[config.mk]
export PLATFORM = sky130hd
export DESIGN_NAME = status_event_registers
export DESIGN_NICKNAME = d
export VERILOG_FILES = /design/src/hdl/status_event_pkg.sv /design/src/hdl/status_event_registers.sv
export SDC_FILE = /design/constraint.sdc
export NUM_CORES = 1
export LEC_CHECK = 0
export BUFFER_PORTS_ARGS = -buffer_cell sky130_fd_sc_hd__buf_2
export CAP_MARGIN = 20
export CORE_ASPECT_RATIO = 0.5
export CORE_MARGIN = 2
export CORE_UTILIZATION = 40
export CTS_CLUSTER_DIAMETER = 200
export DETAILED_ROUTE_END_ITERATION = 8
export PLACE_DENSITY_LB_ADDON = 0.05
export SLEW_MARGIN = 25
export SYNTH_ARGS = -nofsm -noshare
export SYNTH_HDL_FRONTEND = slang
export SYNTH_SLANG_ARGS = --single-unit
[constraint.sdc]
create_clock -name clk_sys -period 21.2 [get_ports clk_sys]
set_clock_uncertainty 0.1 [all_clocks]
set_input_delay 3.18 -clock clk_sys [delete_from_list [all_inputs] [get_ports clk_sys]]
set_output_delay 3.18 -clock clk_sys [all_outputs]
set_load 0.1 [all_outputs]
[src/hdl/status_event_pkg.sv]
// package: field layouts, masks and query codes for the status event registers
package status_event_pkg;

	// ============================================================
	// register words
	// ============================================================
	localparam int WORD_W  = 16;
	localparam int DEC_W   = 20;      // five decimal digits, enough for 65535

	// one 16-bit word for each of the three event registers
	typedef struct packed {
		logic [WORD_W-1:0] activity;
		logic [WORD_W-1:0] doubtful;
		logic [WORD_W-1:0] meas;
	} status_word_t;

	// ============================================================
	// reset values
	// ============================================================
	localparam logic [WORD_W-1:0] EVENT_RESET = 16'h0000;
	localparam logic [WORD_W-1:0] PREV_RESET  = 16'h0000;

	// ============================================================
	// bit positions
	// ============================================================
	localparam int MEAS_OVER_RANGE    = 0;
	localparam int MEAS_BELOW_LOW_1   = 1;
	localparam int MEAS_ABOVE_HIGH_1  = 2;
	localparam int MEAS_BELOW_LOW_2   = 3;
	localparam int MEAS_ABOVE_HIGH_2  = 4;
	localparam int MEAS_READING_READY = 5;
	localparam int MEAS_UNDER_RANGE   = 6;
	localparam int MEAS_BUF_NONEMPTY  = 7;
	localparam int MEAS_BUF_HALF      = 8;
	localparam int MEAS_BUF_FILLED    = 9;
	localparam int MEAS_BUF_PRETRIG   = 11;
	localparam int MEAS_TRANSIENT     = 12;
	localparam int MEAS_SRC_COMPLY    = 14;
	localparam int ALWAYS_ZERO_BIT    = 15;
	// doubtful register bit positions
	localparam int DOUBT_CAL_BAD      = 8;
	localparam int DOUBT_SEQ_ABORT    = 12;
	localparam int DOUBT_CMD_WARN     = 14;
	// activity register bit positions
	localparam int ACTIV_CALIBRATING  = 0;
	localparam int ACTIV_WAIT_ARM     = 6;

	// ============================================================
	// used and falling-capable bit masks
	// ============================================================
	localparam logic [WORD_W-1:0] MEAS_USED      = 16'h5bff;
	localparam logic [WORD_W-1:0] MEAS_FALL_OK   = 16'h0bff;  // bits 12 and 14 rise only
	localparam logic [WORD_W-1:0] DOUBT_USED     = 16'h5f13;
	localparam logic [WORD_W-1:0] DOUBT_FALL_OK  = 16'h4e13;  // bits 8 and 12 rise only
	localparam logic [WORD_W-1:0] ACTIV_USED     = 16'h0e61;
	localparam logic [WORD_W-1:0] ACTIV_FALL_OK  = 16'h0e61;

	// ============================================================
	// query selection
	// ============================================================
	typedef enum logic [1:0] {
		QUERY_MEAS,
		QUERY_DOUBTFUL,
		QUERY_ACTIVITY,
		QUERY_COMPLIANCE
	} query_sel_t;

	// answer delivered to the remote interface
	typedef struct packed {
		logic              valid;
		logic [WORD_W-1:0] bin;
		logic [DEC_W-1:0]  dec;
	} answer_t;

endpackage : status_event_pkg

[src/hdl/status_event_registers.sv]
// module: three transition-filtered, read-clearing status event registers
module status_event_registers
	import status_event_pkg::*;
(
	// clock and reset
	input  wire logic         clk_sys,
	input  wire logic         srst,
	// instrument condition levels, same clock domain
	input  wire status_word_t cond,
	// transition filters and event enables
	input  wire status_word_t rising_filter,
	input  wire status_word_t falling_filter,
	input  wire status_word_t event_enable,
	// remote status query port
	input  wire logic         query_valid,
	input  wire query_sel_t   query_sel,
	output answer_t           answer,
	// summaries toward the next register set and the front panel
	output logic              meas_summary,
	output logic              doubtful_summary,
	output logic              activity_summary,
	output logic              error_lamp
);

	// ============================================================
	// state
	// ============================================================
	typedef struct packed {
		status_word_t prev;
		status_word_t events;
		answer_t      answer;
	} state_t;

	state_t       state_reg;
	state_t       state_next;
	status_word_t hit;
	status_word_t rise;
	status_word_t fall;
	status_word_t clear;

	// ============================================================
	// helpers
	// ============================================================
	// binary to five packed decimal digits by shift and add-three
	function automatic logic [DEC_W-1:0] to_decimal(input logic [WORD_W-1:0] bin);
		logic [DEC_W+WORD_W-1:0] sh;
		sh = {{DEC_W{1'b0}}, bin};
		for (int i = 0; i < WORD_W; i++) begin
			for (int d = 0; d < DEC_W / 4; d++) begin
				if (sh[WORD_W + 4*d +: 4] >= 4'h5) begin
					sh[WORD_W + 4*d +: 4] = sh[WORD_W + 4*d +: 4] + 4'h3;
				end
			end
			sh = sh << 1;
		end
		return sh[DEC_W+WORD_W-1:WORD_W];
	endfunction : to_decimal

	// events chosen by the per-bit filter, limited to the defined positions
	function automatic logic [WORD_W-1:0] filter_hits(
		input logic [WORD_W-1:0] up,
		input logic [WORD_W-1:0] down,
		input logic [WORD_W-1:0] rise_sel,
		input logic [WORD_W-1:0] fall_sel,
		input logic [WORD_W-1:0] used,
		input logic [WORD_W-1:0] fall_ok
	);
		return ((up & rise_sel) | (down & fall_sel & fall_ok)) & used;
	endfunction : filter_hits

	// ============================================================
	// edge detection
	// ============================================================
	// a level compared with its value one clock earlier
	assign rise = cond & ~state_reg.prev;
	assign fall = ~cond & state_reg.prev;

	// per-register filtered hits; bit meanings fixed by the masks
	assign hit.meas = filter_hits(rise.meas, fall.meas, rising_filter.meas,
		falling_filter.meas, MEAS_USED, MEAS_FALL_OK);
	assign hit.doubtful = filter_hits(rise.doubtful, fall.doubtful, rising_filter.doubtful,
		falling_filter.doubtful, DOUBT_USED, DOUBT_FALL_OK);
	assign hit.activity = filter_hits(rise.activity, fall.activity, rising_filter.activity,
		falling_filter.activity, ACTIV_USED, ACTIV_FALL_OK);

	// read side effect: whole register cleared when queried
	assign clear.meas     = {WORD_W{query_valid && query_sel == QUERY_MEAS}};
	assign clear.doubtful = {WORD_W{query_valid && query_sel == QUERY_DOUBTFUL}};
	assign clear.activity = {WORD_W{query_valid && query_sel == QUERY_ACTIVITY}};

	// ============================================================
	// next state
	// ============================================================
	always_comb begin
		logic [WORD_W-1:0] value;
		value = '0;
		state_next = state_reg;
		state_next.prev = cond;
		// a new hit wins over the read clear
		state_next.events = (state_reg.events & ~clear) | hit;
		// answer: value before the clear
		case (query_sel)
			QUERY_MEAS: begin
				value = state_reg.events.meas;
			end
			QUERY_DOUBTFUL: begin
				value = state_reg.events.doubtful;
			end
			QUERY_ACTIVITY: begin
				value = state_reg.events.activity;
			end
			QUERY_COMPLIANCE: begin
				value = {{(WORD_W-1){1'b0}}, cond.meas[MEAS_SRC_COMPLY]};
			end
			default: begin
				value = '0;
			end
		endcase
		state_next.answer.valid = query_valid;
		if (query_valid) begin
			state_next.answer.bin = value;
			state_next.answer.dec = to_decimal(value);
		end
	end

	// state register
	always_ff @(posedge clk_sys) begin
		if (srst) begin
			state_reg.prev   <= '{activity: PREV_RESET, doubtful: PREV_RESET, meas: PREV_RESET};
			state_reg.events <= '{activity: EVENT_RESET, doubtful: EVENT_RESET, meas: EVENT_RESET};
			state_reg.answer <= '0;
		end else begin
			state_reg <= state_next;
		end
	end

	// ============================================================
	// outputs
	// ============================================================
	assign answer           = state_reg.answer;
	assign meas_summary     = |(state_reg.events.meas & event_enable.meas);
	assign doubtful_summary = |(state_reg.events.doubtful & event_enable.doubtful);
	assign activity_summary = |(state_reg.events.activity & event_enable.activity);
	assign error_lamp       = |(cond.doubtful & DOUBT_USED);
endmodule : status_event_registers

==> qor.csv, run 1 <==
metric,value,unit
outcome,finished clean,
combinational power share,0.636,
"leading cell type in the layout, fill and taps excluded",sky130_fd_sc_hd__buf_2,
type of the setup path with the least slack,in -> reg,
Final Net Count,1584,
flip-flop count of the largest register after layout,76,
type of the worst min-delay path,reg -> reg,
routability cong.,0.851,
number of hold buffers added after cts,0,
final global-route overflow total,0,
number of detailed-routing iterations run before antenna repair,7,
detail-routed net length per standard cell,17.5,um
Critical Path Slowest Stage Cell,sky130_fd_sc_hd__a32oi_2,
Antenna Violating Nets Remaining,0,
Internal,0.000563,W
clock network latency to the later pin of the worst-skew pair,0.38,ns
syn_area_per_cell,7.68,um2
startpoint type of the worst setup path,input pin,
total global-route track usage,0.229,
number of standard cells after synthesis,1262,
CTS Root Buffer Type,sky130_fd_sc_hd__clkbuf_16,
required arrival time at the worst endpoint,21.39,ns
leak pwr,4.60,nW
portion of the post-synthesis area used by sequential elements,0.231,
setup tns final,0,ns
H-tree level count,3,
share of power burned in the clock network,0.153,
Via-to-Cell Ratio,5.80,
final number of max-transition violations,0,
maximum fanout encountered on the critical timing path,22,
slowest cell delay on critical path,0.61,ns
async set-reset flop share out of synthesis,0,
Longest Clk Path Bufs,2,
Resize count post-CTS,0,
number of setup violations in the final report,0,
Final Hold Fails,0,
category of cells accounting for the largest share of critical-path delay,compound AO/OA/AOI/OAI gates,
area growth from synthesis to layout,11.3,%
CP Buf/Inv Count,6,
Routed WL,29400,um
first-pass GRT wire length,47000,um
power density over the cells,105,nW/um2
CTS tree,done,
Layout Cells excl Fill,1686,
peak supply drop,62.6,uV
top cell type's share of synthesized area,0.231,
initial core utilization,0.406,
sequential share of power,0.211,
unrepaired setup endpoints after global routing,false,
Detail Placement HPWL,22800,um
Worst-Margin Slew,0.945,ns
share of total power consumed by net switching,0.501,
Die W,224,um
pin count of the biggest net entering global routing,63,
# Post-CTS Setup Buffers,0,
y dimension of the die,114,um
"Primary FF master, synth",sky130_fd_sc_hd__dfxtp_1,
number of design rule violations left after detail routing,0,
total core area,23900,um2
net count after synthesis,1487,
count of boundary I/O pins,238,
Worst EP arrival,17.87,ns
Core Rows,40,
total number of vias,9779,
DIE AREA,25600,um2
Max-Cap Viols,0,
net load switching power,0.000565,W
fmax,56.6,MHz
number of flops mapped to enable cells by yosys,0,
via count of the first global-routing pass,8904,
most used cell along the critical path,sky130_fd_sc_hd__ha_1,
number of synthesized register bits,112,
number of cells after detailed placement,1663,
fraction of layout instances using a drive strength above 1,0.205,
count of buffers inserted at the top-level ports,173,
post-route clock period utilization,0.834,
number of antenna violations at the first check in global routing,10,
"leading cell types in the layout, fill and taps excluded","sky130_fd_sc_hd__buf_2, sky130_fd_sc_hd__nor2_1, sky130_fd_sc_hd__dfxtp_1",
cell taking the most area after synthesis,sky130_fd_sc_hd__dfxtp_1,
number of distinct library cells after synthesis,112,
Iteration-0 DRC Markers,796,
number of clock sinks,112,
clk slew on worst S/H paths,0.08,ns
remaining max-slew budget at the tightest pin,0.369,
synth top area cells,"sky130_fd_sc_hd__dfxtp_1, sky130_fd_sc_hd__nor2_1, sky130_fd_sc_hd__a21oi_1",
Synth warnings,0,
CP Capture Type,register,
final critical path time including I/O delays and setup,17.68,ns
number of buffers inserted during clock tree synthesis,9,
number of fill cells,2439,
area of the mapped netlist,9690,um2
worst paths after layout:
kind / from / to / slack [ns] / cells after the start
max: query_sel[1] / answer[16]$_SDFFE_PP0P_ / 3.52 / 57
min: answer[19]$_SDFFE_PP0P_ / answer[19]$_SDFFE_PP0P_ / 0.37 / 2
max reg2reg: state_reg[51]$_SDFF_PP0_ / answer[16]$_SDFFE_PP0P_ / 6.47 / 56
min reg2reg: answer[19]$_SDFFE_PP0P_ / answer[19]$_SDFFE_PP0P_ / 0.37 / 2
layer usage:
layer | vias up | track usage | routed length, um
li1 | 4911 | - | -
met1 | 4567 | 0.318 | 14700
met2 | 264 | 0.356 | 12600
met3 | 31 | 0.0667 | 1870
met4 | 6 | 0.0400 | 291
met5 | - | 0 | 39
logic make-up after synthesis:
kind of cell             count (synthesis)  synth area share
buffers and inverters                  135            0.0708
XOR/XNOR                                18            0.0194
adder cells (fa/ha/maj)                 28            0.0362
multiplexers                            42            0.0511
AND/OR/NAND/NOR                        496             0.258
flip-flops                             112             0.231
AO/OA/AOI/OAI                          431             0.333
synthesized netlist by cell type (16+ instances only):
library cell and n:
sky130_fd_sc_hd__nor2_1 148, sky130_fd_sc_hd__dfxtp_1 112, sky130_fd_sc_hd__nand2_1 110, sky130_fd_sc_hd__a21oi_1 97, sky130_fd_sc_hd__o21ai_0 59, sky130_fd_sc_hd__buf_4 40, sky130_fd_sc_hd__nand3_1 39, sky130_fd_sc_hd__inv_1 37
sky130_fd_sc_hd__nor2b_1 36, sky130_fd_sc_hd__clkbuf_1 35, sky130_fd_sc_hd__mux2i_1 29, sky130_fd_sc_hd__ha_1 28, sky130_fd_sc_hd__and2_1 27, sky130_fd_sc_hd__nand3b_1 26, sky130_fd_sc_hd__a211oi_1 23, sky130_fd_sc_hd__nor3_1 22
sky130_fd_sc_hd__a221oi_1 20, sky130_fd_sc_hd__a21o_1 19, sky130_fd_sc_hd__o211ai_1 19, sky130_fd_sc_hd__a31oi_1 16
power groups by stage:
stage	logic (W)	clock network [W]	registers, W
6_report	0.000717	0.000173	0.000238
5_1_grt	0.000793	0.000187	0.000240
4_1_cts	0.000712	0.000178	0.000238
3_3_place_gp	0.000697	0	0.000243
3_5_place_dp	0.000709	0	0.000243
2_1_floorplan	0.000599	0	0.000239
cell type report:
class / count / area, um2 / share of cell area
antenna: 8 / 20.0 / 0.00186
clock buffer: 9 / 225 / 0.0209
clock inverter: 6 / 61.3 / 0.00569
inverter: 41 / 154 / 0.0143
multi-input combinational: 1015 / 6760 / 0.627
sequential: 112 / 2240 / 0.208
tap: 315 / 394 / 0.0366
timing repair buffer: 180 / 921 / 0.0854
metrics by stage:
stage	power (W)	instance area, um2	util	setup slack [ns]	hold slack (ns)
after floorplan	0.000838	9690	-	5.77	0.347
after global placement	0.000940	10500	0.439	3.53	0.355
after detailed placement	0.000952	10500	0.439	3.28	0.362
after CTS	0.00113	10800	0.451	3.63	0.378
after global routing	0.00122	10800	0.451	2.38	0.400
final	0.00113	10800	0.452	3.52	0.373
worst min-delay path, stage by stage, from the launching register on:
cell and delay, ns:
sky130_fd_sc_hd__dfxtp_1 0.32, sky130_fd_sc_hd__nand2b_1 0.06, sky130_fd_sc_hd__a21oi_1 0.05
(Power assumes the default switching activity.)
==> inputs of run 2 (changes only) <==
==> constraint.sdc (replaced) <==
create_clock -name clk_sys -period 18.06 [get_ports clk_sys]
set_clock_uncertainty 0.1 [all_clocks]
set_input_delay 2.709 -clock clk_sys [delete_from_list [all_inputs] [get_ports clk_sys]]
set_output_delay 2.709 -clock clk_sys [all_outputs]
set_load 0.1 [all_outputs]
==> qor.csv, run 2 (synthesized netlist as in run 1, its figures left out) <==
metric,value,unit
maximum fanout encountered on the critical timing path,22,
clk slew on worst S/H paths,0.08,ns
number of buffers inserted during clock tree synthesis,9,
number of design rule violations left after detail routing,0,
first-pass GRT wire length,46900,um
Routed WL,29300,um
count of boundary I/O pins,238,
number of detailed-routing iterations run before antenna repair,5,
Final Net Count,1585,
power density over the cells,124,nW/um2
startpoint type of the worst setup path,input pin,
Critical Path Slowest Stage Cell,sky130_fd_sc_hd__a211oi_2,
type of the setup path with the least slack,in -> reg,
Resize count post-CTS,0,
most used cell along the critical path,sky130_fd_sc_hd__ha_1,
total global-route track usage,0.228,
CTS tree,done,
capture point of the worst reg-to-reg path,answer[16]$_SDFFE_PP0P_,
startpoint of the worst hold path,answer[19]$_SDFFE_PP0P_,
Final Instance Area,10800,um2
Internal,0.000675,W
flip-flop count of the largest register after layout,76,
total placed instance area,10500,um2
share of total power consumed by net switching,0.496,
post-route clock period utilization,0.932,
count of buffers inserted at the top-level ports,173,
via count of the first global-routing pass,8972,
detail-routed net length per standard cell,17.4,um
CP Capture Type,register,
number of antenna violations at the first check in global routing,11,
# Post-CTS Setup Buffers,0,
routability cong.,0.860,
area growth from synthesis to layout,11.7,%
clock network latency to the later pin of the worst-skew pair,0.38,ns
final number of max-transition violations,0,
Final Hold Fails,0,
number of clock sinks,112,
Finished Core Util,0.453,
Die W,224,um
FF-to-FF path depth,57,
peak supply drop,84.2,uV
outcome,finished clean,
net load switching power,0.000663,W
final global-route overflow total,0,
total core area,23900,um2
unrepaired setup endpoints after global routing,false,
"leading cell types in the layout, fill and taps excluded","sky130_fd_sc_hd__buf_2, sky130_fd_sc_hd__nor2_1, sky130_fd_sc_hd__dfxtp_1",
source of the worst register-to-register timing path,state_reg[51]$_SDFF_PP0_,
Max-Cap Viols,0,
Iteration-0 DRC Markers,879,
sequential share of power,0.209,
Longest Clk Path Bufs,2,
y dimension of the die,114,um
leak pwr,4.61,nW
Detail Placement HPWL,22900,um
Worst EP arrival,17.01,ns
fraction of layout instances using a drive strength above 1,0.207,
Antenna Violating Nets Remaining,0,
total number of vias,9763,
initial core utilization,0.406,
endpoint of the worst hold path,answer[19]$_SDFFE_PP0P_,
pin count of the biggest net entering global routing,63,
combinational power share,0.629,
type of the worst min-delay path,reg -> reg,
number of setup violations in the final report,0,
DIE AREA,25600,um2
register-to-register setup slack,3.70,ns
CTS Root Buffer Type,sky130_fd_sc_hd__clkbuf_16,
Core Rows,40,
number of hold buffers added after cts,0,
"leading cell type in the layout, fill and taps excluded",sky130_fd_sc_hd__buf_2,
fmax,59.4,MHz
Via-to-Cell Ratio,5.79,
Worst-Margin Slew,0.975,ns
remaining max-slew budget at the tightest pin,0.348,
share of power burned in the clock network,0.163,
H-tree level count,3,
setup tns final,0,ns
required arrival time at the worst endpoint,18.25,ns
cell depth of the worst hold path,2,
slowest cell delay on critical path,0.56,ns
final critical path time including I/O delays and setup,16.83,ns
-- run 2: cell types whose count changed in the layout (fill, tap and decap cells not counted), sizes merged --
cell      before  now
clkinvlp       1    0
inv           44   43
clkinv         2    3
bufinv         0    1
buf          180  181
-- run 2: worst max path at each step --
stage                            start                 endpoint  slack [ns]  cells past startpoint
after floorplan           query_sel[1]  answer[16]$_SDFFE_PP0P_        3.10                     59
after global placement    query_sel[1]  answer[16]$_SDFFE_PP0P_        1.14                     58
after detailed placement  query_sel[1]  answer[16]$_SDFFE_PP0P_        0.93                     58
after CTS                 query_sel[1]  answer[16]$_SDFFE_PP0P_        1.24                     58
after global routing      query_sel[1]  answer[16]$_SDFFE_PP0P_        0.03                     58
final                     query_sel[1]  answer[16]$_SDFFE_PP0P_        1.23                     58
-- run 2: worst max-delay path, delay by kind of cell --
kind            cells  cell delay, ns
compound gates     20            4.54
xor+xnor            5            1.18
fa+ha+maj          10            3.09
buf+inv             7            1.28
mux                 4            1.27
simple gates       12            2.90
-- run 2: area by class of cell --
cell class | count | area [um2]
fill | 2476 | 13100
multi-input combinational | 1015 | 6770
sequential | 112 | 2240
timing repair buffer | 181 | 928
tap | 315 | 394
clock buffer | 9 | 225
inverter | 41 | 154
clock inverter | 6 | 88.8
antenna | 8 | 20.0
-- run 2: layer usage --
metal	GRT usage	up-vias	wire length [um]
li1	-	4890	-
met1	0.317	4571	14400
met2	0.347	260	12400
met3	0.0724	36	2080
met4	0.0449	6	410
met5	0	-	41
-- run 2: per-stage QoR --
stage / power, W / hold WS (ns) / setup WS [ns] / instances
floorplan: 0.000984 / 0.347 / 3.10 / 1262
global placement: 0.00110 / 0.355 / 1.14 / 1664
detailed placement: 0.00112 / 0.368 / 0.928 / 1664
CTS: 0.00134 / 0.382 / 1.24 / 1679
global route: 0.00145 / 0.387 / 0.0340 / 1681
finish: 0.00134 / 0.379 / 1.23 / 1687
-- run 2: power groups by stage --
| stage | registers (W) | logic, W | clock network [W] |
|---|---|---|---|
| 2_1_floorplan | 0.000281 | 0.000703 | 0 |
| 3_3_place_gp | 0.000285 | 0.000819 | 0 |
| 3_5_place_dp | 0.000285 | 0.000834 | 0 |
| 4_1_cts | 0.000280 | 0.000837 | 0.000226 |
| 5_1_grt | 0.000282 | 0.000933 | 0.000235 |
| 6_report | 0.000279 | 0.000842 | 0.000218 |
